===== src/verilog/spmc_pkg.sv =====
// Constants, mode type and mode decode for the serial pin mode control.
// Assumes one clock domain; pins are sampled by the main module.

`default_nettype none

package spmc_pkg;

	// ****************************************
	// Pin map
	// ****************************************
	localparam int SPMC_NUM_SEL  = 4;
	localparam int SPMC_NUM_PINS = 7;
	localparam int PIN_SCLK      = 0;
	localparam int PIN_SEL0      = 1;
	localparam int PIN_SEL1      = 2;
	localparam int PIN_SEL3      = 4;
	localparam int PIN_MOSI      = 5;
	localparam int PIN_MISO      = 6;

	// ****************************************
	// Reset values
	// ****************************************
	localparam logic RST_PIN_OUT   = 1'h0;
	localparam logic RST_PIN_OE_N  = 1'h1;
	localparam logic RST_FAULT     = 1'h0;
	localparam logic RST_LAST_BIT  = 1'h0;
	localparam logic RST_SYNC      = 1'h1;
	localparam logic [3:0] RST_PORT_FREE = 4'hF;

	// ****************************************
	// Operating modes
	// ****************************************
	typedef enum logic [4:0] {
		MODE_SINGLE_MASTER = 5'h01,
		MODE_MULTI_MASTER  = 5'h02,
		MODE_SLAVE_SPI     = 5'h04,
		MODE_MASTER_SYNC   = 5'h08,
		MODE_SLAVE_SYNC    = 5'h10
	} spmc_mode_t;

	// Master with fault detection in clock-synchronous form runs as plain sync master
	function automatic spmc_mode_t spmc_decode_mode(input logic master,
		input logic faultEn, input logic syncForm);
		spmc_mode_t m;
		m = MODE_SLAVE_SPI;
		if (master && syncForm)
			m = MODE_MASTER_SYNC;
		else if (master && faultEn)
			m = MODE_MULTI_MASTER;
		else if (master)
			m = MODE_SINGLE_MASTER;
		else if (syncForm)
			m = MODE_SLAVE_SYNC;
		return m;
	endfunction

endpackage

`default_nettype wire


===== src/verilog/spmc_pin_driver.sv =====
// One pin output stage: mux gating, push-pull or open-drain, registered.
// Assumes want/value come from logic on the same clock.

`timescale 1ns/1ps
`default_nettype none

module spmc_pin_driver (
	// Clock and reset
	input  wire logic clk,
	input  wire logic reset,
	// Control
	input  wire logic funcSel,
	input  wire logic openDrain,
	input  wire logic driveWant,
	input  wire logic driveValue,
	// Pin
	output var  logic pinOut,
	output var  logic pinOeN
);
	import spmc_pkg::*;

	// ****************************************
	// Output stage
	// ****************************************
	always_ff @(posedge clk or posedge reset) begin
		if (reset) begin
			pinOut <= RST_PIN_OUT;
			pinOeN <= RST_PIN_OE_N;
		end else if (!funcSel || !driveWant) begin
			pinOut <= RST_PIN_OUT;
			pinOeN <= 1'h1;
		end else if (openDrain) begin
			pinOut <= 1'h0;
			pinOeN <= driveValue;
		end else begin
			pinOut <= driveValue;
			pinOeN <= 1'h0;
		end
	end

endmodule // spmc_pin_driver

`default_nettype wire


===== src/verilog/spmc_pin_mode_control.sv =====
// Pin direction, drive type and idle-level control of a serial peripheral unit.
// Assumes the transfer core runs on clk; pins and link clock arrive asynchronously.

`timescale 1ns/1ps
`default_nettype none

module spmc_pin_mode_control (
	// Clock and reset
	input  wire logic                   clk,
	input  wire logic                   reset,
	// Mode and drive settings
	input  wire logic                   masterSelectBit,
	input  wire logic                   faultDetectEnable,
	input  wire logic                   clockSyncFormSelect,
	input  wire logic                   unitEnableBit,
	input  wire logic                   idleFixingEnable,
	input  wire logic                   idleLevelBit,
	input  wire logic [spmc_pkg::SPMC_NUM_PINS-1:0] portOpenDrainSelect,
	input  wire logic [spmc_pkg::SPMC_NUM_PINS-1:0] pinFunctionSelect,
	// Transfer core
	input  wire logic                   coreSerialClock,
	input  wire logic [spmc_pkg::SPMC_NUM_SEL-1:0]  coreSelectOut,
	input  wire logic                   coreOutboundData,
	input  wire logic                   coreSlaveData,
	input  wire logic                   coreSelectNegated,
	input  wire logic                   modeFaultClear,
	// Pin inputs
	input  wire logic                   serialClockPinIn,
	input  wire logic [spmc_pkg::SPMC_NUM_SEL-1:0]  selectLinePinIn,
	input  wire logic                   outboundDataPinIn,
	input  wire logic                   inboundDataPinIn,
	// Pin outputs, enable low while driving
	output var  logic [spmc_pkg::SPMC_NUM_PINS-1:0] pinOut,
	output var  logic [spmc_pkg::SPMC_NUM_PINS-1:0] pinOeN,
	// Status to core and port logic
	output var  logic                   serialClockRise,
	output var  logic                   serialClockFall,
	output var  logic                   slaveSelected,
	output var  logic                   sampledInboundData,
	output var  logic                   sampledOutboundData,
	output var  logic                   modeFault,
	output var  logic                   busOwned,
	output var  logic [spmc_pkg::SPMC_NUM_SEL-1:0]  selectPortFree
);
	import spmc_pkg::*;

	spmc_mode_t                 mode;
	logic [SPMC_NUM_PINS-1:0]   pinRaw;
	logic [SPMC_NUM_PINS-1:0]   syncFirst;
	logic [SPMC_NUM_PINS-1:0]   syncPin;
	logic                       sclkPrev;
	logic                       sel0Low;
	logic                       lastBit;
	logic                       idleValue;
	logic                       masterSpi;
	logic [SPMC_NUM_PINS-1:0]   driveWant;
	logic [SPMC_NUM_PINS-1:0]   driveValue;
	logic [SPMC_NUM_SEL-1:0]    next_selectPortFree;

	// ****************************************
	// Mode decode
	// ****************************************
	assign mode = spmc_decode_mode(masterSelectBit, faultDetectEnable, clockSyncFormSelect);
	assign masterSpi = (mode == MODE_SINGLE_MASTER) || (mode == MODE_MULTI_MASTER);

	// ****************************************
	// Pin input synchronisers
	// ****************************************
	assign pinRaw = {inboundDataPinIn, outboundDataPinIn, selectLinePinIn, serialClockPinIn};

	always_ff @(posedge clk or posedge reset) begin
		if (reset) begin
			syncFirst <= {SPMC_NUM_PINS{RST_SYNC}};
			syncPin   <= {SPMC_NUM_PINS{RST_SYNC}};
		end else begin
			syncFirst <= pinRaw;
			syncPin   <= syncFirst;
		end
	end

	assign sel0Low = !syncPin[PIN_SEL0];

	// Serial clock edge finder on the sampled link clock
	always_ff @(posedge clk or posedge reset) begin
		if (reset)
			sclkPrev <= RST_SYNC;
		else
			sclkPrev <= syncPin[PIN_SCLK];
	end

	always_ff @(posedge clk or posedge reset) begin
		if (reset) begin
			serialClockRise <= 1'h0;
			serialClockFall <= 1'h0;
		end else begin
			serialClockRise <= syncPin[PIN_SCLK] && !sclkPrev;
			serialClockFall <= !syncPin[PIN_SCLK] && sclkPrev;
		end
	end

	// ****************************************
	// Sampled data and selection toward the core
	// ****************************************
	always_ff @(posedge clk or posedge reset) begin
		if (reset) begin
			slaveSelected       <= 1'h0;
			sampledInboundData  <= 1'h0;
			sampledOutboundData <= 1'h0;
		end else begin
			// A select tied low keeps the slave selected across transfers
			slaveSelected <= (mode == MODE_SLAVE_SYNC) ||
				((mode == MODE_SLAVE_SPI) && sel0Low && unitEnableBit);
			sampledInboundData  <= syncPin[PIN_MISO];
			sampledOutboundData <= syncPin[PIN_MOSI];
		end
	end

	// ****************************************
	// Mode fault
	// ****************************************
	always_ff @(posedge clk or posedge reset) begin
		if (reset)
			modeFault <= RST_FAULT;
		else if ((mode == MODE_MULTI_MASTER) && sel0Low)
			modeFault <= 1'h1;
		else if (modeFaultClear)
			modeFault <= 1'h0;
	end

	always_ff @(posedge clk or posedge reset) begin
		if (reset)
			busOwned <= 1'h0;
		else
			busOwned <= (mode == MODE_SINGLE_MASTER) || (mode == MODE_MASTER_SYNC) ||
				((mode == MODE_MULTI_MASTER) && !sel0Low && !modeFault);
	end

	// ****************************************
	// Outbound data idle level
	// ****************************************
	always_ff @(posedge clk or posedge reset) begin
		if (reset)
			lastBit <= RST_LAST_BIT;
		else if (!coreSelectNegated)
			lastBit <= coreOutboundData;
	end

	always_comb begin
		idleValue = coreOutboundData;
		if (masterSpi && coreSelectNegated) begin
			if (idleFixingEnable)
				idleValue = idleLevelBit;
			else
				idleValue = lastBit;
		end
	end

	// ****************************************
	// Drive selection per mode
	// ****************************************
	always_comb begin
		driveWant = '0;
		driveValue = {coreSlaveData, idleValue, coreSelectOut, coreSerialClock};
		case (mode)
			MODE_SINGLE_MASTER: begin
				driveWant[PIN_MOSI:PIN_SCLK] = '1;
			end
			MODE_MULTI_MASTER: begin
				if (!sel0Low && !modeFault) begin
					driveWant[PIN_SCLK] = 1'h1;
					driveWant[PIN_SEL3:PIN_SEL1] = '1;
					driveWant[PIN_MOSI] = 1'h1;
				end
			end
			MODE_SLAVE_SPI: begin
				driveWant[PIN_MISO] = unitEnableBit && sel0Low;
			end
			MODE_MASTER_SYNC: begin
				driveWant[PIN_SCLK] = 1'h1;
				driveWant[PIN_MOSI] = 1'h1;
			end
			MODE_SLAVE_SYNC: begin
				driveWant[PIN_MISO] = 1'h1;
			end
			default: begin
				driveWant = '0;
			end
		endcase
	end

	// ****************************************
	// Select lines released to port logic
	// ****************************************
	always_comb begin
		next_selectPortFree = '0;
		case (mode)
			MODE_SINGLE_MASTER: next_selectPortFree = 4'h0;
			MODE_MULTI_MASTER:  next_selectPortFree = 4'h0;
			MODE_SLAVE_SPI:     next_selectPortFree = 4'hE;
			MODE_MASTER_SYNC:   next_selectPortFree = 4'hF;
			MODE_SLAVE_SYNC:    next_selectPortFree = 4'hF;
			default:            next_selectPortFree = 4'hF;
		endcase
		// A pin the multiplexer gives elsewhere is never claimed here
		next_selectPortFree = next_selectPortFree |
			~pinFunctionSelect[PIN_SEL3:PIN_SEL0];
	end

	always_ff @(posedge clk or posedge reset) begin
		if (reset)
			selectPortFree <= RST_PORT_FREE;
		else
			selectPortFree <= next_selectPortFree;
	end

	// ****************************************
	// Output stages
	// ****************************************
	genvar gi;
	generate
		for (gi = 0; gi < SPMC_NUM_PINS; gi++) begin : gPin
			spmc_pin_driver uDrv (
				.clk        (clk),
				.reset      (reset),
				.funcSel    (pinFunctionSelect[gi]),
				.openDrain  (portOpenDrainSelect[gi]),
				.driveWant  (driveWant[gi]),
				.driveValue (driveValue[gi]),
				.pinOut     (pinOut[gi]),
				.pinOeN     (pinOeN[gi])
			);
		end
	endgenerate
endmodule // spmc_pin_mode_control

`default_nettype wire


===== config.mk =====
export PLATFORM = sky130hd
export DESIGN_NAME = spmc_pin_mode_control
export DESIGN_NICKNAME = d
export VERILOG_FILES = /design/src/verilog/spmc_pkg.sv /design/src/verilog/spmc_pin_driver.sv /design/src/verilog/spmc_pin_mode_control.sv
export SDC_FILE = /design/constraint.sdc
export NUM_CORES = 1
export LEC_CHECK = 0
export BUFFER_PORTS_ARGS = -buffer_cell sky130_fd_sc_hd__clkbuf_2
export CORE_AREA = 2 2 55 57
export CTS_CLUSTER_DIAMETER = 150
export CTS_CLUSTER_SIZE = 10
export DETAILED_ROUTE_END_ITERATION = 12
export DIE_AREA = 0 0 57 59
export PLACE_DENSITY = 0.82
export SYNTH_ARGS = -nofsm -noshare
export SYNTH_HDL_FRONTEND = slang
export SYNTH_HIERARCHICAL = 1
export SYNTH_SLANG_ARGS = --single-unit

===== constraint.sdc =====
create_clock -name clk -period 3.6 [get_ports clk]
set_input_delay 0.54 -clock clk [delete_from_list [all_inputs] [get_ports clk]]
set_output_delay 0.54 -clock clk [all_outputs]
set_load 0.005 [all_outputs]

==> results of run 1 <==
placed cells by master, fill, tap and decap left out, drive strengths merged:
master / netlist / layout
mux2i: 1 / 1
and2: 1 / 1
inv: 12 / 12
a21oi: 2 / 2
clkinvlp: 0 / 1
ha: 4 / 4
clkbuf: 0 / 64
dfrtp: 15 / 15
bufinv: 0 / 2
nand2b: 1 / 1
dfstp: 20 / 20
or2: 2 / 2
nor2b: 2 / 2
a31oi: 1 / 1
mux2: 1 / 1
and4b: 7 / 7
o21bai: 2 / 2
o32ai: 1 / 1
nand3: 7 / 7
nand4bb: 1 / 1
nor2: 1 / 1
nand2: 12 / 12
registers in the layout (all words and copies together) (netlist names):
signal / cells
serialClockFall: 1
selectPortFree: 4
serialClockRise: 1
modeFault: 1
sampledInboundData: 1
slaveSelected: 1
gPin.uDrv/pinOeN: 7
syncFirst: 4
busOwned: 1
sampledOutboundData: 1
syncPin: 4
gPin.uDrv/pinOut: 7
sclkPrev: 1
lastBit: 1
power groups by stage:
stage / Combinational (mW) / Sequential [mW] / Clock [mW]
floorplan: 0.0286 / 0.429 / 0
global placement: 0.0671 / 0.428 / 0
detailed placement: 0.0700 / 0.429 / 0
CTS: 0.0706 / 0.422 / 0.360
global route: 0.0774 / 0.424 / 0.374
finish: 0.0688 / 0.422 / 0.350
per-layer routing:
layer  GRT usage  wire length [µm]  vias up
met4       0.123                80        0
li1            -                 -      442
met5           0                 0        -
met1       0.150               844      435
met3      0.0480               187        7
met2       0.310              1340       41
through the flow:
step	hold slack, ns	power [mW]	utilization
6_report	0.118	0.841	0.637
5_1_grt	0.117	0.875	0.637
4_1_cts	0.113	0.853	0.637
3_5_place_dp	0.348	0.499	0.598
3_3_place_gp	0.346	0.495	0.598
2_1_floorplan	0.280	0.458	-
cell type report:
cell class                 instances  area (µm²)  share of cell area
sequential                        35         901               0.522
timing repair buffer              59         295               0.171
multi-input combinational         46         342               0.198
inverter                          12        45.0              0.0261
tap                               31        38.8              0.0225
clock inverter                     3        67.6              0.0391
clock buffer                       5        37.5              0.0217
cells by family (layout without fill, tap and decap cells):
kind of cell,after synthesis,count (layout),share of synthesized area
buffers and inverters,12,79,0.0350
adder cells (fa/ha/maj),4,4,0.0389
flip-flops,35,35,0.700
AO/OA/AOI/OAI,6,6,0.0398
multiplexers,2,2,0.0165
AND/OR/NAND/NOR,34,34,0.170
worst max-delay path, stage by stage:
cell and delay (ns):
clkbuf_2 0.15, inv_1 0.09, ha_1 0.32, nand4bb_4 0.13
a21oi_2 0.15, and2_1 0.26, and4b_1 0.23
final timing paths:
check                                        from  slack, ns                            end  depth (start not counted)
max reg2reg                  syncPin[1]$_DFF_PP1_       2.24  gPin[4].uDrv/pinOut$_DFF_PP0_                          4
max in group asynchronous                   reset       2.73        slaveSelected$_DFF_PP0_                          2
max                               masterSelectBit       2.01  gPin[4].uDrv/pinOut$_DFF_PP0_                          7
min in group clk                outboundDataPinIn       0.26         syncFirst[5]$_DFF_PP1_                          1
min reg2reg                syncFirst[5]$_DFF_PP1_       0.36           syncPin[5]$_DFF_PP1_                          0
min                                         reset       0.12  gPin[1].uDrv/pinOut$_DFF_PP0_                          2
==> flow_metrics.env, run 1 <==
export IMPL_fin_ws_ns=2.01
export IMPL_crit_type="in -> reg"
export IMPL_cts_tree="built"
export IMPL_synthTopCellsByCount="20 x dfstp_2, 15 x dfrtp_1, 12 x inv_1, 12 x nand2_1"
export IMPL_globalplace_congestion=0.684
export IMPL_ys_top_cells_by_area="dfstp_2 41%, dfrtp_1 29%, and4b_1 5.4%"
export IMPL_synth_cells=93
export IMPL_dp_hpwl_um=1960
export IMPL_gr_total_overflow=0
export IMPL_stdcell_count=191
export IMPL_skew_ns=0.00549
export IMPL_num_vias=925
export IMPL_cp_start_kind="primary input"
export IMPL_die_x_um=57
export IMPL_drive_gt1_frac=0.581
export IMPL_seq_power_share=0.501
export IMPL_die_y_um=59
export IMPL_post_route_period_util=0.440
export IMPL_wl_per_cell_um=12.8
export IMPL_hold_class="in -> async"
export IMPL_synth_ff_type="dfstp_2"
export IMPL_grt_usage=0.166
export IMPL_viasPerCell=4.84
export IMPL_slew_headroom=0.505
export IMPL_synth_nets=135
export IMPL_status="finished, final reports clean"
export IMPL_placed_cells_incl_taps=183
export IMPL_required_ns=3.88
export IMPL_rsz0062_at_grt="no"
export IMPL_placed_cell_area_um2=1620
export IMPL_tightestPinTransition_ns=0.742
export IMPL_synth_edff_count=0
export IMPL_drv_cap=0
export IMPL_io_buffers=59
export IMPL_synthArstFlopShare=1.00
export IMPL_htreeDepth=2
export IMPL_clk_latency_ns=0.35
export IMPL_peakVddDrop_uv=437
export IMPL_cp_end_kind="register"
export IMPL_cts_buffers=5
export IMPL_seq_area_frac_synth=0.700
export IMPL_finalSetupViolCount=0
export IMPL_cts_sinks=35
export IMPL_ant_nets=0
export IMPL_dr_first_iter_drc_count=9
export IMPL_swShare=0.208
export IMPL_leakagePower_nw=0.912
export IMPL_crit_arrival_ns=1.87
export IMPL_grt_pass1_vias=926
export IMPL_dpl_worst_slack_ns=1.65
export IMPL_ys_seq_elements=35
export IMPL_initial_core_util=0.475
export IMPL_synth_area_um2=1290
export IMPL_root_buffer="clkbuf_4"
export IMPL_p_switching_mw=0.175
export IMPL_crit_fanout=6
export IMPL_n_antenna_cell=0
export IMPL_dr_pass1_iters=4
export IMPL_synth_distinct_cells=20
export IMPL_clkSlewWorstSetupHoldPaths_ns=0.11
export IMPL_fillers=217
export IMPL_tns_ns=0
export IMPL_post_cts_setup_buffer_count=0
export IMPL_postCtsHoldBufs=0
export IMPL_hold_violations=0
export IMPL_power_density_nw_per_um2=487
export IMPL_cts_resized=0
export IMPL_core_area_um2=2710
export IMPL_area_delta_synth_final_pct=34.1
export IMPL_dieArea_um2=3360
export IMPL_synth_most_common_cell="dfstp_2"
export IMPL_nets=201
export IMPL_grt_max_degree=22
export IMPL_grt_pass1_wl_um=3950
export IMPL_power_frac_clock=0.417
export IMPL_p_comb_frac=0.082
export IMPL_rows=19
export IMPL_yosys_area_top_type="dfstp_2"
export IMPL_routed_wl_um=2450
export IMPL_yosysWarnings=6
export IMPL_max_freq_mhz=631
export IMPL_drv_slew=0
export IMPL_drc=0
export IMPL_min_period_ns=1.59
export IMPL_final_cell_area_um2=1730
export IMPL_avgSynthCellArea_um2=13.8
export IMPL_pin_count=63
export IMPL_clock_path_buffers=2
export IMPL_internal_power_mw=0.665
export IMPL_antenna_found_initial=0
export IMPL_netlist_area_leader_share=0.408
Power figures use the tool's default switching activity.
==> inputs of run 2 (changes only) <==
--- a/config.mk
+++ b/config.mk
@@ -5,13 +5,14 @@
 export SDC_FILE = /design/constraint.sdc
 export NUM_CORES = 1
 export LEC_CHECK = 0
+export ABC_AREA = 1
 export BUFFER_PORTS_ARGS = -buffer_cell sky130_fd_sc_hd__clkbuf_2
-export CORE_AREA = 2 2 55 57
+export CORE_AREA = 2 2 58 60
 export CTS_CLUSTER_DIAMETER = 150
 export CTS_CLUSTER_SIZE = 10
 export DETAILED_ROUTE_END_ITERATION = 12
-export DIE_AREA = 0 0 57 59
-export PLACE_DENSITY = 0.82
+export DIE_AREA = 0 0 60 62
+export PLACE_DENSITY = 0.77
 export SYNTH_ARGS = -nofsm -noshare
 export SYNTH_HDL_FRONTEND = slang
 export SYNTH_HIERARCHICAL = 1
==> constraint.sdc (replaced) <==
create_clock -name clk -period 1.57 [get_ports clk]
set_input_delay 0.2355 -clock clk [delete_from_list [all_inputs] [get_ports clk]]
set_output_delay 0.2355 -clock clk [all_outputs]
set_load 0.005 [all_outputs]
==> run 2 against run 1 <==
Sequential power increased by 130%. Utilization decreased by 6.9 points. Hold slack got worse by 0.071 ns. First-iteration DRC count grew to 2.6 times the previous value. Cell area is 4.6% higher. Non-clock buffer count rose by 6. Area after synthesis increased by 4.3%. Global-route usage down 2.4 points. Clock power is 30% higher. Critical path type is now reg -> out. Critical endpoint is now pinOeN[2]. Highest routed layer unchanged.
==> flow_metrics.env, run 2 <==
export IMPL_n_antenna_cell=0
export IMPL_grt_pass1_vias=919
export IMPL_synth_ff_type="dfstp_2"
export IMPL_crit_family="flip-flops"
export IMPL_root_buffer="clkbuf_4"
export IMPL_seq_power_share=0.603
export IMPL_synth_area_um2=1340
export IMPL_grt_pass1_wl_um=3690
export IMPL_cts_buffers=5
export IMPL_num_vias=1056
export IMPL_synthArstFlopShare=1.00
export IMPL_crit_fanout=1
export IMPL_netlist_area_leader_share=0.391
export IMPL_die_y_um=62
export IMPL_internal_power_mw=1.20
export IMPL_yosys_area_top_type="dfstp_2"
export IMPL_drv_cap=0
export IMPL_slew_headroom=0.833
export IMPL_yosysWarnings=6
export IMPL_core_area_um2=3180
export IMPL_initial_core_util=0.422
export IMPL_crit_path_top_delay_cell="dfstp_2"
export IMPL_slowest_delay_ns=0.53
export IMPL_min_period_ns=1.21
export IMPL_avgSynthCellArea_um2=10.2
export IMPL_drc=0
export IMPL_p_switching_mw=0.399
export IMPL_die_x_um=60
export IMPL_peakVddDrop_uv=436
export IMPL_tns_ns=0
export IMPL_synth_cells=132
export IMPL_crit_type="reg -> out"
export IMPL_synth_distinct_cells=17
export IMPL_placed_cells_incl_taps=238
export IMPL_ant_nets=0
export IMPL_hold_violations=0
export IMPL_pin_count=63
export IMPL_grt_max_degree=17
export IMPL_drive_gt1_frac=0.478
export IMPL_dr_pass1_iters=4
export IMPL_wl_per_cell_um=9.76
export IMPL_nets=246
export IMPL_rsz0062_at_grt="no"
export IMPL_power_density_nw_per_um2=887
export IMPL_largestRegisters="gPin.uDrv/pinOeN x7, gPin.uDrv/pinOut x7"
export IMPL_ys_seq_elements=35
export IMPL_clock_path_buffers=2
export IMPL_antenna_found_initial=0
export IMPL_skew_ns=0.0129
export IMPL_synth_edff_count=0
export IMPL_regArea_um2=901
export IMPL_routed_wl_um=2450
export IMPL_crit_arrival_ns=0.97
export IMPL_post_route_period_util=0.769
export IMPL_final_common_cell="clkbuf_2"
export IMPL_gr_total_overflow=0
export IMPL_fillers=303
export IMPL_crit_buf_inv=1
export IMPL_max_freq_mhz=829
export IMPL_finalSetupViolCount=0
export IMPL_power_frac_clock=0.285
export IMPL_globalplace_congestion=0.695
export IMPL_power_mw=1.60
export IMPL_area_delta_synth_final_pct=34.5
export IMPL_cts_tree="built"
export IMPL_synthTopCellsByCount="37 x nand2_1, 24 x inv_1, 20 x dfstp_2, 15 x dfrtp_1, 11 x nor2_1"
export IMPL_p_comb_frac=0.112
export IMPL_post_cts_setup_buffer_count=0
export IMPL_dieArea_um2=3720
export IMPL_hold_class="in -> reg"
export IMPL_leakagePower_nw=0.998
export IMPL_htreeDepth=2
export IMPL_grt_usage=0.142
export IMPL_synth_most_common_cell="nand2_1"
export IMPL_multi_input_area_um2=340
export IMPL_tightestPinTransition_ns=0.249
export IMPL_seq_area_frac_synth=0.671
export IMPL_cts_resized=0
export IMPL_ys_top_cells_by_area="dfstp_2 39%, dfrtp_1 28%, nand2_1 10%"
export IMPL_clkSlewWorstSetupHoldPaths_ns=0.11
export IMPL_rows=21
export IMPL_clk_latency_ns=0.34
export IMPL_cts_sinks=35
export IMPL_final_util=0.568
export IMPL_dp_hpwl_um=1960
export IMPL_synth_nets=174
export IMPL_viasPerCell=4.21
export IMPL_required_ns=1.33
export IMPL_stdcell_count=251
export IMPL_crit_chain="clkbuf_2"
export IMPL_cp_start_kind="register"
export IMPL_dr_first_iter_drc_count=23
export IMPL_drv_slew=0
export IMPL_swShare=0.249
export IMPL_cp_end_kind="output port"
export IMPL_io_buffers=59
export IMPL_status="finished, final reports clean"
export IMPL_mostFrequentLayoutCells="59 x clkbuf_2, 37 x nand2_1, 24 x inv_1"
[run 2: cell count changes after synthesis, sizes merged, moves of 7 or more]
cell	delta
nor2	+12
nand2	+29
and4b	-7
inv	+14
[run 2: path summary, 6_finish.rpt]
| kind | from | endpoint | slack (ns) | cells past startpoint |
|---|---|---|---|---|
| min reg2reg | syncFirst[6]$_DFF_PP1_ | syncPin[6]$_DFF_PP1_ | 0.36 | 0 |
| min | pinFunctionSelect[2] | selectPortFree[1]$_DFF_PP1_ | 0.05 | 2 |
| max reg2reg | syncPin[1]$_DFF_PP1_ | gPin[3].uDrv/pinOut$_DFF_PP0_ | 0.38 | 6 |
| max in group asynchronous | reset | syncFirst[6]$_DFF_PP1_ | 0.60 | 4 |
| max | gPin[2].uDrv/pinOeN$_DFF_PP1_ | pinOeN[2] | 0.36 | 1 |
| min in group asynchronous | reset | gPin[2].uDrv/pinOut$_DFF_PP0_ | 0.36 | 3 |
[run 2: what timing repair did]
item,in CTS,in global routing
hold buffers,5,0
endpoints found under the hold margin,20,0
setup endpoints to repair,0,0
[run 2: final cells by class]
| cell class | count | area share |
|---|---|---|
| flip-flops and latches | 35 | 0.499 |
| clock buffers | 5 | 0.0208 |
| inverters | 27 | 0.0561 |
| multi-input cells | 70 | 0.188 |
| clock inverters | 3 | 0.00832 |
| well taps | 46 | 0.0319 |
| repair buffers | 65 | 0.195 |
[run 2: logic make-up after synthesis]
group,after synthesis,synth area share
buffers and inverters,27,0.0755
adder cells (fa/ha/maj),4,0.0373
AND/OR/NAND/NOR,64,0.206
flip-flops,35,0.671
AO/OA/AOI/OAI,2,0.0102
[run 2: power groups by stage]
stage	Clock (mW)	Combinational [mW]	Sequential, mW
global route	0.502	0.208	0.970
finish	0.456	0.179	0.966
global placement	0	0.169	0.981
detailed placement	0	0.173	0.982
CTS	0.468	0.183	0.967
floorplan	0	0.0752	0.983
[run 2: metrics by stage]
| step | hold slack (ns) | cell area [µm²] | setup WS, ns |
|---|---|---|---|
| floorplan | -0.0240 | 1340 | 0.401 |
| global placement | 0.184 | 1700 | 0.162 |
| detailed placement | 0.186 | 1700 | 0.0780 |
| global route | 0.0426 | 1810 | 0.278 |
| finish | 0.0473 | 1810 | 0.363 |
| CTS | 0.0372 | 1810 | 0.353 |
[run 2: routing by layer]
| layer | share of wire | up-vias | track usage | wire length (µm) |
|---|---|---|---|---|
| li1 | - | 530 | - | - |
| met1 | 0.40 | 484 | 0.150 | 971 |
| met2 | 0.53 | 34 | 0.252 | 1300 |
| met3 | 0.046 | 8 | 0.0269 | 112 |
| met4 | 0.029 | 0 | 0.105 | 71 |
| met5 | 0 | - | 0 | 0 |
==> inputs of run 3 (changes only) <==
--- a/config.mk
+++ b/config.mk
@@ -5,14 +5,14 @@
 export SDC_FILE = /design/constraint.sdc
 export NUM_CORES = 1
 export LEC_CHECK = 0
-export ABC_AREA = 1
+export ABC_AREA = 0
 export BUFFER_PORTS_ARGS = -buffer_cell sky130_fd_sc_hd__clkbuf_2
 export CORE_AREA = 2 2 58 60
 export CTS_CLUSTER_DIAMETER = 150
 export CTS_CLUSTER_SIZE = 10
 export DETAILED_ROUTE_END_ITERATION = 12
 export DIE_AREA = 0 0 60 62
-export PLACE_DENSITY = 0.77
+export PLACE_DENSITY = 0.75
 export SYNTH_ARGS = -nofsm -noshare
 export SYNTH_HDL_FRONTEND = slang
 export SYNTH_HIERARCHICAL = 1
==> constraint.sdc (replaced) <==
create_clock -name clk -period 1.15 [get_ports clk]
set_input_delay 0.1725 -clock clk [delete_from_list [all_inputs] [get_ports clk]]
set_output_delay 0.1725 -clock clk [all_outputs]
set_load 0.005 [all_outputs]
==> run 3 against run 2 <==
The run now ends with negative setup slack left. Via count fell by 3.9%. Global-route usage rose by 2.5 points. Die area is the same. Cell count down 9.2%. Hold slack got worse by 0.0025 ns. Register-to-register slack worse by 0.41 ns. Cell area is 11% higher. Non-clock buffer count is 16 higher. Worst setup slack worse by 0.40 ns. Clock-buffer cell count is the same. First-iteration DRC count increased by 17%. Largest cell class unchanged. Largest power group unchanged.
==> flow_metrics.env, run 3 (synthesis gave the netlist of run 1 again) <==
export IMPL_swShare=0.227
export IMPL_htreeDepth=2
export IMPL_drv_slew=0
export IMPL_crit_fanout=6
export IMPL_grt_max_degree=17
export IMPL_cp_start_kind="register"
export IMPL_area_delta_synth_final_pct=55.8
export IMPL_grt_pass1_wl_um=4280
export IMPL_root_buffer="clkbuf_4"
export IMPL_viasPerCell=4.45
export IMPL_p_switching_mw=0.567
export IMPL_cts_tree="built"
export IMPL_drive_gt1_frac=0.599
export IMPL_timing_rr_start="syncPin[1]$_DFF_PP1_"
export IMPL_crit_arrival_ns=1.46
export IMPL_pin_count=63
export IMPL_n_antenna_cell=0
export IMPL_antenna_found_initial=0
export IMPL_cts_sinks=35
export IMPL_routed_wl_um=2780
export IMPL_clk_latency_ns=0.33
export IMPL_crit_chain="nand2b_1 > a21oi_2 > and2_4 > and4b_1"
export IMPL_die_y_um=62
export IMPL_num_vias=1015
export IMPL_initial_core_util=0.405
export IMPL_seq_power_share=0.529
export IMPL_hold_violations=0
export IMPL_rsz0062_at_grt="yes"
export IMPL_nets=223
export IMPL_globalplace_congestion=0.733
export IMPL_startpoint="syncPin[1]$_DFF_PP1_"
export IMPL_max_freq_mhz=844
export IMPL_required_ns=1.43
export IMPL_core_area_um2=3180
export IMPL_rows=21
export IMPL_post_route_period_util=1.03
export IMPL_ant_nets=0
export IMPL_crit_type="reg -> reg"
export IMPL_hold_class="in -> reg"
export IMPL_dr_pass1_iters=4
export IMPL_hold_path_startpoint="modeFaultClear"
export IMPL_drc=0
export IMPL_internal_power_mw=1.93
export IMPL_io_buffers=59
export IMPL_leakagePower_nw=1.02
export IMPL_crit_path_top_delay_cell="dfstp_2"
export IMPL_final_util=0.631
export IMPL_fin_ws_ns=-0.0345
export IMPL_cts_buffers=5
export IMPL_status="finished with violations"
export IMPL_grt_pass1_vias=1010
export IMPL_mostFrequentLayoutCells="53 x clkbuf_2, 20 x dfstp_2, 15 x dfrtp_1"
export IMPL_dr_first_iter_drc_count=27
export IMPL_clkSlewWorstSetupHoldPaths_ns=0.11
export IMPL_whs_ns=0.0449
export IMPL_largestRegisters="gPin.uDrv/pinOeN x7, gPin.uDrv/pinOut x7"
export IMPL_peakVddDrop_uv=934
export IMPL_dp_hpwl_um=2140
export IMPL_slowest_delay_ns=0.54
export IMPL_grt_usage=0.166
export IMPL_slew_headroom=0.826
export IMPL_finalSetupViolCount=6
export IMPL_wl_per_cell_um=12.2
export IMPL_holdPathStages=2
export IMPL_power_density_nw_per_um2=1240
export IMPL_cp_end_kind="register"
export IMPL_gr_total_overflow=0
export IMPL_tns_ns=-0.0936
export IMPL_clock_path_buffers=2
export IMPL_p_comb_frac=0.121
export IMPL_violations="negative setup slack"
export IMPL_die_x_um=60
export IMPL_drv_cap=0
export IMPL_tightestPinTransition_ns=0.260
export IMPL_rr_worst_depth=4
export IMPL_skew_ns=0.00742
export IMPL_dieArea_um2=3720
export IMPL_min_period_ns=1.18
export IMPL_final_common_cell="clkbuf_2"
export IMPL_power_frac_clock=0.349
## run 3: power by group through the flow
stage	clock network (mW)	registers, mW	logic, mW
6_report	0.873	1.32	0.303
4_1_cts	0.898	1.32	0.297
5_1_grt	0.952	1.33	0.335
3_5_place_dp	0	1.34	0.264
3_3_place_gp	0	1.34	0.253
2_1_floorplan	0	1.34	0.0971
## run 3: metal layers
layer / up-vias / track usage / wire length [µm]
met4: 0 / 0.0603 / 22
met1: 478 / 0.172 / 1090
met3: 4 / 0.0725 / 219
met5: - / 0 / 0
li1: 484 / - / -
met2: 49 / 0.300 / 1450
## run 3: critical path, delay by kind of cell, from the launching register on
kind               cells  cell delay [ns]
and+or+nand+nor        3             0.44
DFF                    1             0.54
AOI/OAI and AO/OA      1             0.15
## run 3: path summary, 6_finish.rpt
kind                                                 end  slack, ns
min in group asynchronous  gPin[3].uDrv/pinOut$_DFF_PP0_       0.33
max in group asynchronous    selectPortFree[0]$_DFF_PP1_       0.28
min                                modeFault$_DFFE_PP0P_       0.04
min reg2reg                         syncPin[1]$_DFF_PP1_       0.36
max reg2reg                gPin[4].uDrv/pinOut$_DFF_PP0_      -0.03
max                        gPin[4].uDrv/pinOut$_DFF_PP0_      -0.03
## run 3: through the flow
step	cells	area, µm²	total power [mW]	setup WS [ns]
floorplan	93	1320	1.44	0.000446
detailed placement	207	1750	1.60	-0.215
global placement	207	1750	1.59	-0.175
CTS	227	1950	2.51	-0.0511
global route	228	2010	2.62	-0.154
finish	228	2010	2.50	-0.0345
## run 3: what timing repair did
item,in CTS,in global routing
hold endpoints to repair,30,0
setup endpoints to repair,12,21
pin swaps,1,0
gates cloned,0,0
hold buffers,12,0
resized for setup,0,11
setup buffers,0,1
## run 3: area by class of cell
type,count,area [µm²]
Tap cell,46,57.6
Multi-Input combinational cell,46,374
Timing Repair Buffer,81,544
Inverter,12,47.5
Sequential cell,35,901
Clock inverter,3,43.8
Fill cell,259,1170
Clock buffer,5,37.5
